$ cat config.mk
export PLATFORM = sky130hd
export DESIGN_NAME = bod_decoder
export DESIGN_NICKNAME = d
export VERILOG_FILES = /design/src/bod_decoder.v
export VERILOG_INCLUDE_DIRS = /design/src
export SDC_FILE = /design/constraint.sdc
export NUM_CORES = 1
export LEC_CHECK = 0
export BUFFER_PORTS_ARGS = -buffer_cell sky130_fd_sc_hd__buf_2
export CAP_MARGIN = 20
export CORE_ASPECT_RATIO = 2
export CORE_MARGIN = 3
export CORE_UTILIZATION = 54
export CTS_CLUSTER_SIZE = 20
export DETAILED_ROUTE_END_ITERATION = 7
export PLACE_DENSITY_LB_ADDON = 0.25
export SLEW_MARGIN = 15
export SYNTH_ARGS = -nofsm -noshare
export SYNTH_HDL_FRONTEND = slang
export SYNTH_SLANG_ARGS = --single-unit
$ cat constraint.sdc
create_clock -name clk -period 4.6 [get_ports clk]
set_input_delay 0.69 -clock clk [delete_from_list [all_inputs] [get_ports clk]]
set_output_delay 0.69 -clock clk [all_outputs]
set_load 0.05 [all_outputs]
$ cat src/bod_defs.vh
// Constants for the byte-operation instruction decoder.
`ifndef BOD_DEFS_VH
`define BOD_DEFS_VH
`define BOD_OSC_PER_CYCLE 4
`define BOD_SECOND_WORD_TAG 4'hF
`define BOD_MOVE_FF_OP 4'hC
`define BOD_GOTO_OP 8'hEF
`define BOD_CALL_OP 7'h76
`define BOD_LFSR_OP 10'h3B8
`define BOD_RBRANCH_OP 5'h1A
`define BOD_TABLE_OP 12'h000
`define BOD_TABLE_RD 2'h2
`define BOD_TABLE_WT 2'h3
`define BOD_RETURN_OP 15'h0009
`define BOD_FLAG_C 0
`define BOD_FLAG_DC 1
`define BOD_FLAG_Z 2
`define BOD_FLAG_OV 3
`define BOD_FLAG_N 4
`define BOD_FLAGS_ALL 5'h1F
`define BOD_FLAGS_ZN 5'h14
`define BOD_FLAGS_CZN 5'h15
`define BOD_FLAGS_Z 5'h04
`define BOD_FLAGS_NONE 5'h00
`endif

$ cat src/bod_decoder.v
// Instruction decoder for the byte-operation core: fields, operations, flags and cycles.
`timescale 1ns/1ps
`default_nettype none
`include "bod_defs.vh"
module bod_decoder (
    input wire clk,
    input wire rstn,
    input wire [15:0] instr_word,
    input wire skip_true,
    output reg cycle_en,
    output reg [1:0] phase,
    output reg [15:0] instr_reg,
    output reg exec_nop,
    output reg second_word,
    output reg [5:0] byte_opcode,
    output reg dest_file,
    output reg access_banked,
    output reg [7:0] file_addr,
    output reg [2:0] bit_num,
    output reg [7:0] bit_mask,
    output reg [7:0] literal,
    output reg [19:0] jump_target,
    output reg [11:0] move_src,
    output reg [11:0] move_dst,
    output reg [10:0] branch_offset,
    output reg fast_mode,
    output reg table_op,
    output reg table_write,
    output reg [1:0] table_mode,
    output reg [5:0] alu_op,
    output reg [4:0] flag_mask,
    output reg is_skip,
    output reg [1:0] cycle_count
);
    // Decoded operation codes.
    localparam OP_NONE = 6'd0, OP_ADD = 6'd1, OP_ADDC = 6'd2, OP_SUB = 6'd3;
    localparam OP_SUBB = 6'd4, OP_RSUBB = 6'd5, OP_AND = 6'd6, OP_OR = 6'd7;
    localparam OP_XOR = 6'd8, OP_COM = 6'd9, OP_CPEQ = 6'd10, OP_CPGT = 6'd11;
    localparam OP_CPLT = 6'd12, OP_CLR = 6'd13, OP_SET = 6'd14, OP_NEG = 6'd15;
    localparam OP_STW = 6'd16, OP_TSTZ = 6'd17, OP_MUL = 6'd18, OP_DEC = 6'd19;
    localparam OP_INC = 6'd20, OP_DECSZ = 6'd21, OP_DECSNZ = 6'd22, OP_INCSZ = 6'd23;
    localparam OP_INCSNZ = 6'd24, OP_RLC = 6'd25, OP_RL = 6'd26, OP_RRC = 6'd27;
    localparam OP_RR = 6'd28, OP_SWAP = 6'd29, OP_MOV = 6'd30, OP_FILE_TO_FILE_MOVE = 6'd31;
    localparam OP_GOTO = 6'd32, OP_CALL = 6'd33, OP_BRA = 6'd34, OP_TABLE = 6'd35;
    localparam OP_RET = 6'd36, OP_LFSR = 6'd37;

    // Sequencer states: first word of an instruction or pending second word.
    localparam ST_FIRST = 1'b0, ST_SECOND = 1'b1;

    reg [1:0] phase_next;
    reg state_reg;
    reg state_next;
    reg [5:0] op_c;
    reg [4:0] fm_c;
    reg sk_c;
    reg two_word_c;
    reg [15:0] w;

    // Oscillator period counter; one instruction cycle is four clocks.
    always @* begin
        phase_next = (phase == 2'd3) ? 2'd0 : phase + 2'd1;
    end

    always @(posedge clk or negedge rstn) begin
        if (!rstn) begin
            phase <= 2'd0;
            cycle_en <= 1'b0;
        end else begin
            phase <= phase_next;
            cycle_en <= (phase == 2'd3);
        end
    end

    // Operation decode over the byte-oriented map plus two-word and control forms.
    always @* begin
        w = instr_word;
        op_c = OP_NONE;
        fm_c = `BOD_FLAGS_NONE;
        sk_c = 1'b0;
        two_word_c = 1'b0;
        case (w[15:12])
            4'h0: begin
                if (w[11:10] == 2'b01) begin
                    op_c = OP_DEC;
                    fm_c = `BOD_FLAGS_ALL;
                end else if (w[11:9] == 3'b001) begin
                    op_c = OP_MUL;
                end else if (w[15:4] == `BOD_TABLE_OP && w[3]) begin
                    op_c = OP_TABLE;
                end else if (w[15:1] == `BOD_RETURN_OP) begin
                    op_c = OP_RET;
                end
            end
            4'h1: begin
                fm_c = `BOD_FLAGS_ZN;
                case (w[11:10])
                    2'b00: op_c = OP_OR;
                    2'b01: op_c = OP_AND;
                    2'b10: op_c = OP_XOR;
                    default: op_c = OP_COM;
                endcase
            end
            4'h2: begin
                case (w[11:10])
                    2'b00: op_c = OP_ADDC;
                    2'b01: op_c = OP_ADD;
                    2'b10: op_c = OP_INC;
                    default: op_c = OP_DECSZ;
                endcase
                sk_c = (w[11:10] == 2'b11);
                fm_c = sk_c ? `BOD_FLAGS_NONE : `BOD_FLAGS_ALL;
            end
            4'h3: begin
                case (w[11:10])
                    2'b00: begin
                        op_c = OP_RRC;
                        fm_c = `BOD_FLAGS_CZN;
                    end
                    2'b01: begin
                        op_c = OP_RLC;
                        fm_c = `BOD_FLAGS_CZN;
                    end
                    2'b10: op_c = OP_SWAP;
                    default: begin
                        op_c = OP_INCSZ;
                        sk_c = 1'b1;
                    end
                endcase
            end
            4'h4: begin
                case (w[11:10])
                    2'b00: begin
                        op_c = OP_RR;
                        fm_c = `BOD_FLAGS_ZN;
                    end
                    2'b01: begin
                        op_c = OP_RL;
                        fm_c = `BOD_FLAGS_ZN;
                    end
                    2'b10: begin
                        op_c = OP_INCSNZ;
                        sk_c = 1'b1;
                    end
                    default: begin
                        op_c = OP_DECSNZ;
                        sk_c = 1'b1;
                    end
                endcase
            end
            4'h5: begin
                fm_c = `BOD_FLAGS_ALL;
                case (w[11:10])
                    2'b00: begin
                        op_c = OP_MOV;
                        fm_c = `BOD_FLAGS_ZN;
                    end
                    2'b01: op_c = OP_RSUBB;
                    2'b10: op_c = OP_SUBB;
                    default: op_c = OP_SUB;
                endcase
            end
            4'h6: begin
                case (w[11:9])
                    3'b000: op_c = OP_CPLT;
                    3'b001: op_c = OP_CPEQ;
                    3'b010: op_c = OP_CPGT;
                    3'b011: op_c = OP_TSTZ;
                    3'b100: op_c = OP_SET;
                    3'b101: begin
                        op_c = OP_CLR;
                        fm_c = `BOD_FLAGS_Z;
                    end
                    3'b110: begin
                        op_c = OP_NEG;
                        fm_c = `BOD_FLAGS_ALL;
                    end
                    default: op_c = OP_STW;
                endcase
                sk_c = (w[11:9] <= 3'b011);
            end
            4'hC: begin
                op_c = OP_FILE_TO_FILE_MOVE;
                two_word_c = 1'b1;
            end
            4'hD: begin
                if (w[15:11] == `BOD_RBRANCH_OP) op_c = OP_BRA;
            end
            4'hE: begin
                if (w[15:8] == `BOD_GOTO_OP) begin
                    op_c = OP_GOTO;
                    two_word_c = 1'b1;
                end else if (w[15:9] == `BOD_CALL_OP) begin
                    op_c = OP_CALL;
                    two_word_c = 1'b1;
                end else if (w[15:6] == `BOD_LFSR_OP) begin
                    // The pointer-load literal is the fourth two-word form.
                    op_c = OP_LFSR;
                    two_word_c = 1'b1;
                end
            end
            default: op_c = OP_NONE; // Bit, literal and other words decode as none.
        endcase
    end

    // Latch one instruction per cycle; a second word is absorbed, not executed.
    always @(posedge clk or negedge rstn) begin
        if (!rstn) begin
            state_reg <= ST_FIRST;
            instr_reg <= 16'h0000;
            exec_nop <= 1'b1;
            second_word <= 1'b0;
            byte_opcode <= 6'h00;
            dest_file <= 1'b0;
            access_banked <= 1'b0;
            file_addr <= 8'h00;
            bit_num <= 3'h0;
            bit_mask <= 8'h00;
            literal <= 8'h00;
            jump_target <= 20'h0_0000;
            move_src <= 12'h000;
            move_dst <= 12'h000;
            branch_offset <= 11'h000;
            fast_mode <= 1'b0;
            table_op <= 1'b0;
            table_write <= 1'b0;
            table_mode <= 2'h0;
            alu_op <= 6'h00;
            flag_mask <= 5'h00;
            is_skip <= 1'b0;
            cycle_count <= 2'd1;
        end else if (cycle_en) begin
            state_reg <= state_next;
            instr_reg <= instr_word;
            second_word <= (state_reg == ST_SECOND);
            if (state_reg == ST_SECOND) begin
                // Second word fills in the upper target or destination only.
                jump_target[19:8] <= instr_word[11:0];
                move_dst <= instr_word[11:0];
                exec_nop <= 1'b1;
                alu_op <= OP_NONE;
                flag_mask <= `BOD_FLAGS_NONE;
                is_skip <= 1'b0;
            end else begin
                // A lone 1111 word matches no opcode and runs as no-operation.
                exec_nop <= (op_c == OP_NONE);
                byte_opcode <= instr_word[15:10];
                dest_file <= instr_word[9];
                access_banked <= instr_word[8];
                file_addr <= instr_word[7:0];
                bit_num <= instr_word[11:9];
                bit_mask <= 8'h01 << instr_word[11:9];
                literal <= instr_word[7:0];
                jump_target[7:0] <= instr_word[7:0];
                move_src <= instr_word[11:0];
                branch_offset <= instr_word[10:0];
                fast_mode <= (op_c == OP_CALL) ? instr_word[8] :
                             (op_c == OP_RET) ? instr_word[0] : 1'b0;
                table_op <= (op_c == OP_TABLE);
                table_write <= instr_word[2];
                table_mode <= instr_word[1:0];
                alu_op <= op_c;
                flag_mask <= fm_c;
                is_skip <= sk_c;
                // Branches, jumps, returns and table ops change flow or need two cycles.
                cycle_count <= (two_word_c || op_c == OP_BRA || op_c == OP_RET ||
                                op_c == OP_TABLE) ? 2'd2 : 2'd1;
            end
        end else if (is_skip && skip_true && phase == 2'd1) begin
            cycle_count <= 2'd2;
        end
    end

    // A two-word first word arms the second-word state for the next cycle.
    always @* begin
        case (state_reg)
            ST_FIRST: state_next = two_word_c ? ST_SECOND : ST_FIRST;
            ST_SECOND: state_next = ST_FIRST;
            default: state_next = ST_FIRST;
        endcase
    end
endmodule // bod_decoder
`default_nettype wire

==> reports/qor.yml, run 1 <==
period_needed_ps: 2737
layout_setup_ws_ps: 1863
yosys_warnings: 0
ant_nets: 0
final_layout_size_suffix_gt1_frac: 0.4752
synth_cell_types: 65
required_ps: 4870
place_ws_ps: 1619
rsz0062_at_grt: "false"
drv_cap: 0
power_density_nw_per_um2: 432.4
antenna_found_initial: 0
viasPerCell: 5.535
multi_input_area_um2: 1565
ctsRootBufferMaster: "clkbuf_16"
relSlewSlack: 0.4140
areaGrowthSynthToFinish_pct: 15.08
max_freq_ghz: 0.3653
drtIter0Drc: 136
gp_congestion: 0.8984
synth_area_per_cell_um2: 10.64
postCtsHoldBufs: 0
numClockSinks: 73
die_y_um: 128.3
ys.flop_type: "dfrtp_1"
final_common_cell: "buf_2"
start_util: 0.5561
status: "finished, final reports clean"
critPathLaunchType: "input port"
dpl.hpwl_um: 7574
setup-violations-final: 0
die_w_um: 67.17
synth-edff-count: 0
cts_setup_buffers: 0
grt_pass1_wl_um: 15060
wl_um: 9996
tightest_slew_ps: 879.0
clk_path_buf_depth: 2
path_max_fanout: 14
clock_skew_ps: 7.836
final_net_count: 485
die_area_um2: 8621
drv_slew: 0
ir_drop_mv: 0.2852
seq_area_um2: 1829
finalHoldViolCount: 0
core_area_um2: 7267
grt-ovfl-total: 0
fin_crit_sh: 0.5951
ioPinCount: 149
fin_hold_ws_ps: 479.2
port_buffers: 148
layout_common_cells: "147 x buf_2, 71 x dfrtp_1, 41 x mux2_2, 21 x nand2_1, 19 x inv_1"
drc: 0
grt_pass1_vias: 2935
cts_max_level: 3
synth_nets: 407
hp-class: "in2async"
leakagePower_nw: 2.219
firstDrtPassIters: 4
synth-async-reset-ratio: 1.000
arrival_ps: 3000
rrSetupSlack_ps: 2460
ys_seq_area_frac: 0.4526
tns_ps: 0
largest_reg_flops: 16
setup.worst_path.class: "in2reg"
clk_transition_reported_paths_ps: 60
wl_per_cell_um: 18.01
antenna_cells: 0
num-fill-cells: 630
end_kind: "flip-flop"
cts_tree: "done"
cts_buffers: 9
cts_resized: 0
grt_util_all_layers: 0.2365
mappedNetlistArea_um2: 4041
grt_max_degree: 74
num_rows: 44
via_count: 3072
ys_ff_latch: 73
syn_inst: 380
clk-insertion-delay-late_ps: 320
-- metal layers --
layer / vias up / track usage / part of all wire
li1: 1432 / - / -
met1: 1488 / 0.2509 / 0.36
met2: 128 / 0.4350 / 0.55
met3: 24 / 0.03581 / 0.052
met4: 0 / 0.1172 / 0.038
met5: - / 0 / 0
-- cell usage after synthesis, types with 8 or more instances --
cell type / instances / area [um2]
nand2_1: 21 / 78.83
nand3_1: 8 / 40.04
o22ai_1: 9 / 56.30
o21ai_0: 15 / 75.07
dfrtp_1: 71 / 1777
buf_4: 60 / 450.4
mux2_2: 41 / 461.7
nor2_1: 13 / 48.80
inv_1: 19 / 71.32
a21oi_1: 8 / 40.04
ha_1: 8 / 100.1
clkbuf_1: 12 / 45.04
-- critical path, stage by stage --
cell,delay (ps)
buf_2,250
inv_1,250
ha_1,350
o21ba_1,220
a32oi_1,200
o311ai_0,160
nor4_1,460
a41o_1,260
o221a_2,170
-- logic make-up after synthesis --
| group | share of synthesized area |
|---|---|
| AOI/OAI and AO/OA | 0.1189 |
| and+or+nand+nor | 0.1220 |
| buffers and inverters | 0.1607 |
| xor gates and xnor gates | 0.004335 |
| DFF | 0.4526 |
| adders and majority gates | 0.02725 |
| muxes | 0.1142 |
-- path summary, 6_finish.rpt --
check / from / end / cells past startpoint
min in group clk: bit_mask[5] / bit_mask[5] / 2
worst min-delay path: rstn / jump_target[6] / 1
worst max register to register: cycle_en / cycle_count[1] / 5
worst max-delay path: instr_word[11] / exec_nop / 9
max in group asynchronous: rstn / byte_opcode[3] / 1
worst min register to register: bit_mask[5] / bit_mask[5] / 2
-- through the flow --
step / utilization / cells / area (um2) / total power, mW
3_5_place_dp: 0.5976 / 539 / 4343 / 1.335
5_1_grt: 0.6400 / 555 / 4651 / 2.085
3_3_place_gp: 0.5976 / 539 / 4343 / 1.331
4_1_cts: 0.6400 / 555 / 4651 / 2.039
2_1_floorplan: - / 380 / 4041 / 1.250
6_report: 0.6400 / 555 / 4651 / 2.011
-- where the power goes --
part | internal (mW) | switching, mW
registers | 0.693 | 0.0324
logic | 0.125 | 0.469
clock network | 0.449 | 0.243
-- final cells by class --
type                    instances  area share
multi-input cells             204      0.3366
repair buffers                150      0.1630
well taps                      92     0.02475
flip-flops and latches         73      0.3933
clock inverters                 4     0.01103
clock buffers                  12     0.05515
inverters                      20     0.01614
(Power assumes the default switching activity.)
==> run 2: changes to the inputs <==
--- a/config.mk
+++ b/config.mk
@@ -6,11 +6,12 @@
 export SDC_FILE = /design/constraint.sdc
 export NUM_CORES = 1
 export LEC_CHECK = 0
+export ABC_AREA = 1
 export BUFFER_PORTS_ARGS = -buffer_cell sky130_fd_sc_hd__buf_2
 export CAP_MARGIN = 20
 export CORE_ASPECT_RATIO = 2
 export CORE_MARGIN = 3
-export CORE_UTILIZATION = 54
+export CORE_UTILIZATION = 44
 export CTS_CLUSTER_SIZE = 20
 export DETAILED_ROUTE_END_ITERATION = 7
 export PLACE_DENSITY_LB_ADDON = 0.25
==> constraint.sdc (replaced) <==
create_clock -name clk -period 2.3 [get_ports clk]
set_input_delay 0.345 -clock clk [delete_from_list [all_inputs] [get_ports clk]]
set_output_delay 0.345 -clock clk [all_outputs]
set_load 0.05 [all_outputs]
==> reports/qor.yml, run 2 <==
status: "finished, final reports clean"
clock_skew_ps: 4.476
rsz0062_at_grt: "false"
antenna_cells: 0
synth_area_per_cell_um2: 8.046
syn_inst: 481
setup.worst_path.class: "reg2reg"
antenna_found_initial: 0
wl_per_cell_um: 17.51
die_area_um2: 10030
num_rows: 47
rrSetupSlack_ps: 510
critPathLaunchType: "flip-flop"
ys.flop_type: "dfrtp_1"
period_needed_ps: 1790
ioPinCount: 149
setup-violations-final: 0
drtIter0Drc: 167
cts_max_level: 3
areaGrowthSynthToFinish_pct: 20.24
drv_slew: 0
ant_nets: 0
grt_util_all_layers: 0.2451
slowest_stage: "dfrtp_1"
synth_cell_types: 33
ir_drop_mv: 0.8185
grt-ovfl-total: 0
drv_cap: 0
clk_transition_reported_paths_ps: 60
ctsRootBufferMaster: "clkbuf_16"
cts_setup_buffers: 0
grt_max_degree: 74
synth_nets: 508
die_y_um: 138.6
yosys_warnings: 0
start_util: 0.4602
final_common_cell: "buf_2"
synth_top_area_share: 0.4591
core_area_um2: 8409
worst_path_largest_cell_delay_ps: 460
ys_ff_latch: 73
port_buffers: 148
mappedNetlistArea_um2: 3870
required_ps: 2530
synth-async-reset-ratio: 1.000
clk-insertion-delay-late_ps: 340
arrival_ps: 2010
power_density_nw_per_um2: 1402
wl_um: 11850
clk_path_buf_depth: 2
via_count: 3426
grt_pass1_vias: 3409
crit_chain: "nor2_8 > inv_1 > buf_4 > nor2_1 > nand4_1 > o21ai_0 > inv_1"
finalHoldViolCount: 0
synth-edff-count: 0
synth_largest_area_cell: "dfrtp_1"
numClockSinks: 73
ys_seq_area_frac: 0.4727
relSlewSlack: 0.3904
hp-class: "in2async"
cts_tree: "done"
seq_area_um2: 1829
crit_top_cell: "inv_1"
synth_area_leaders: "dfrtp_1 46%, nand2_1 12%, buf_4 11%"
gp_congestion: 0.9162
postCtsHoldBufs: 0
die_w_um: 72.32
drc: 0
end_kind: "flip-flop"
leakagePower_nw: 2.670
multi_input_area_um2: 1390
fin_crit_sh: 0.7781
grt_pass1_wl_um: 18520
cts_resized: 0
dpl.hpwl_um: 9126
tns_ps: 0
fin_hold_ws_ps: 134.0
synth_common_cells: "128 x nand2_1, 71 x dfrtp_1, 59 x o21ai_0"
final_layout_size_suffix_gt1_frac: 0.3247
layout_common_cells: "147 x buf_2, 128 x nand2_1, 71 x dfrtp_1, 59 x o21ai_0, 47 x nor2_1"
num-fill-cells: 804
yosysMostFrequentCell: "nand2_1"
firstDrtPassIters: 4
viasPerCell: 5.061
tightest_slew_ps: 914.5
path_max_fanout: 51
cts_buffers: 9
max_freq_ghz: 0.5588
largest_reg_flops: 16
final_net_count: 601
[run 2: changes by cell type after synthesis, sizes merged, moves of 9 or more]
| cell | change |
|---|---|
| mux2 | -41 |
| buf | -11 |
| nand3 | +13 |
| nor2 | +36 |
| nor2b | -9 |
| o21ai | +45 |
| inv | +23 |
| nand2 | +110 |
[run 2: per-layer routing]
metal,GRT usage,up-vias,share of wire
li1,-,1652,-
met1,0.2625,1596,0.35
met2,0.4382,145,0.54
met3,0.03338,33,0.055
met4,0.1457,0,0.052
met5,0,-,0
[run 2: power by group]
part	switching, mW	internal [mW]
Sequential	0.203	1.55
Combinational	2.49	0.530
Clock	0.552	1.20
[run 2: kinds of logic after synthesis]
family / share of synthesized area
buffers and inverters: 0.1681
AOI/OAI and AO/OA: 0.1077
DFF: 0.4727
adders and majority gates: 0.02587
and+or+nand+nor: 0.2257
[run 2: path summary, 6_finish.rpt]
check	cells after the start	end	start
worst max register to register	7	cycle_count[1]	state_reg
min in group clk	3	jump_target[5]	instr_word[5]
worst min register to register	2	second_word	second_word
max in group asynchronous	1	alu_op[0]	rstn
worst min-delay path	1	move_dst[5]	rstn
worst max-delay path	7	cycle_count[1]	state_reg
[run 2: area by class of cell]
type | count | share of cell area
Tap cell | 98 | 0.02635
Clock inverter | 6 | 0.02958
Inverter | 43 | 0.03469
Clock buffer | 10 | 0.05136
Timing Repair Buffer | 152 | 0.1662
Multi-Input combinational cell | 295 | 0.2987
Sequential cell | 73 | 0.3931
[run 2: worst max-delay path: cells and delay by family, from the launching register on]
| kind | cells | cell delay [ps] |
|---|---|---|
| and+or+nand+nor | 3 | 660 |
| DFF | 1 | 460 |
| buffers and inverters | 3 | 410 |
| AOI/OAI and AO/OA | 1 | 120 |
[run 2: stage by stage]
stage / power [mW] / worst slack [ps] / std cells / util / cell area (um2)
after global placement: 4.810 / 282.1 / 661 / 0.5086 / 4277
after CTS: 6.597 / 470.5 / 677 / 0.5533 / 4653
final: 6.526 / 510.3 / 677 / 0.5533 / 4653
after floorplan: 4.521 / 609.3 / 481 / - / 3870
after detailed placement: 4.820 / 264.4 / 661 / 0.5086 / 4277
after global routing: 6.785 / 387.8 / 677 / 0.5533 / 4653
==> run 3: changes to the inputs <==
--- a/config.mk
+++ b/config.mk
@@ -11,7 +11,7 @@
 export CAP_MARGIN = 20
 export CORE_ASPECT_RATIO = 2
 export CORE_MARGIN = 3
-export CORE_UTILIZATION = 44
+export CORE_UTILIZATION = 49
 export CTS_CLUSTER_SIZE = 20
 export DETAILED_ROUTE_END_ITERATION = 7
 export PLACE_DENSITY_LB_ADDON = 0.25
==> constraint.sdc (replaced) <==
create_clock -name clk -period 1.7 [get_ports clk]
set_input_delay 0.255 -clock clk [delete_from_list [all_inputs] [get_ports clk]]
set_output_delay 0.255 -clock clk [all_outputs]
set_load 0.05 [all_outputs]
==> reports/qor.yml, run 3 (synthesized netlist as in run 2, its figures left out) <==
die_w_um: 68.84
grt_pass1_vias: 3420
power.switching_mw: 4.397
hp-start: "instr_word[2]"
p_sw_frac: 0.5234
drtIter0Drc: 177
port_buffers: 148
hp-class: "in2reg"
core_area_um2: 7657
status: "finished, final reports clean"
gp_congestion: 0.9118
areaGrowthSynthToFinish_pct: 26.41
layout_common_cells: "147 x buf_2, 128 x nand2_1, 71 x dfrtp_1, 59 x o21ai_0, 46 x nor2_1"
drv_cap: 0
required_ps: 1930
startpoint: "state_reg"
firstDrtPassIters: 4
antenna_found_initial: 0
max_freq_ghz: 0.6389
grt_util_all_layers: 0.2666
end_kind: "flip-flop"
ctsRootBufferMaster: "clkbuf_16"
clk-insertion-delay-late_ps: 340
cts_max_level: 3
fin_hold_ws_ps: 240.6
cts_tree: "done"
pwr-share-comb: 0.494
rsz0062_at_grt: "false"
leakagePower_nw: 2.836
ir_drop_mv: 1.130
ant_nets: 0
final_layout_size_suffix_gt1_frac: 0.3677
drc: 0
die_y_um: 131.7
crit-reg2reg-launch: "state_reg"
relSlewSlack: 0.6568
period_needed_ps: 1565
die_area_um2: 9065
via_count: 3582
clk_path_buf_depth: 2
grt_pass1_wl_um: 17660
num_rows: 45
arrival_ps: 1800
final_common_cell: "buf_2"
grt-ovfl-total: 0
cts_setup_buffers: 0
antenna_cells: 0
drv_slew: 0
grt_max_degree: 46
ioPinCount: 149
clk_transition_reported_paths_ps: 60
cts_buffers: 9
clkPwrFrac: 0.223
setup-violations-final: 0
final_net_count: 642
dpl.hpwl_um: 9125
clock_skew_ps: 5.836
start_util: 0.5054
finalHoldViolCount: 0
fin_crit_sh: 0.9207
finalPower_mw: 8.402
p_int_mw: 4.005
critPathLaunchType: "flip-flop"
seq_power_share: 0.283
wl_um: 11400
viasPerCell: 5.017
wl_per_cell_um: 15.97
power_density_nw_per_um2: 1717
tns_ps: 0
largest_reg_flops: 16
tightest_slew_ps: 514.9
setup.worst_path.class: "reg2reg"
numClockSinks: 73
path_max_fanout: 6
-- run 3: worst paths after layout --
kind | end | slack, ps | cells after the start
max | flag_mask[0] | 130 | 6
max in group asynchronous | bit_mask[7] | 730 | 3
min in group asynchronous | move_dst[5] | 430 | 2
min | move_dst[2] | 240 | 3
max reg2reg | flag_mask[0] | 130 | 6
min reg2reg | phase[0] | 470 | 1
-- run 3: critical path: stages (launching register included) --
cell	delay, ps
dfrtp_1	450
nor2_8	130
inv_1	110
nor2_1	280
o21ai_0	200
o21bai_1	220
o311ai_1	80
-- run 3: cell type report --
| type | count | area (um2) |
|---|---|---|
| Sequential cell | 73 | 1829 |
| Clock inverter | 6 | 66.31 |
| Tap cell | 94 | 117.6 |
| Timing Repair Buffer | 193 | 1096 |
| Inverter | 43 | 161.4 |
| Multi-Input combinational cell | 295 | 1393 |
| Fill cell | 697 | 2765 |
| Clock buffer | 10 | 229.0 |
-- run 3: metrics by stage --
step	instance area [um2]	instances	setup WS [ps]	util
after floorplan	3870	481	9.301	-
after global placement	4584	697	-172.0	0.5987
after detailed placement	4584	697	-160.7	0.5987
after CTS	4890	714	127.4	0.6386
after global routing	4892	714	30.38	0.6389
final	4892	714	134.9	0.6389
-- run 3: power groups by stage --
stage	clock network (mW)	registers [mW]	logic [mW]
floorplan	0	3.60	2.52
global placement	0	2.38	4.15
detailed placement	0	2.41	4.17
CTS	1.90	2.38	4.18
global route	1.98	2.45	4.36
finish	1.88	2.38	4.15
-- run 3: routing by layer --
metal / vias to the layer above / GRT usage / part of all wire
met3: 24 / 0.04619 / 0.059
li1: 1743 / - / -
met2: 133 / 0.4819 / 0.56
met5: - / 0 / 0
met1: 1682 / 0.2861 / 0.35
met4: 0 / 0.1129 / 0.036
-- run 3: repair_timing --
item / CTS / global route
resized for setup: 0 / 1
hold buffers: 1 / 0
setup endpoints to repair: 0 / 1
hold endpoints to repair: 33 / 0
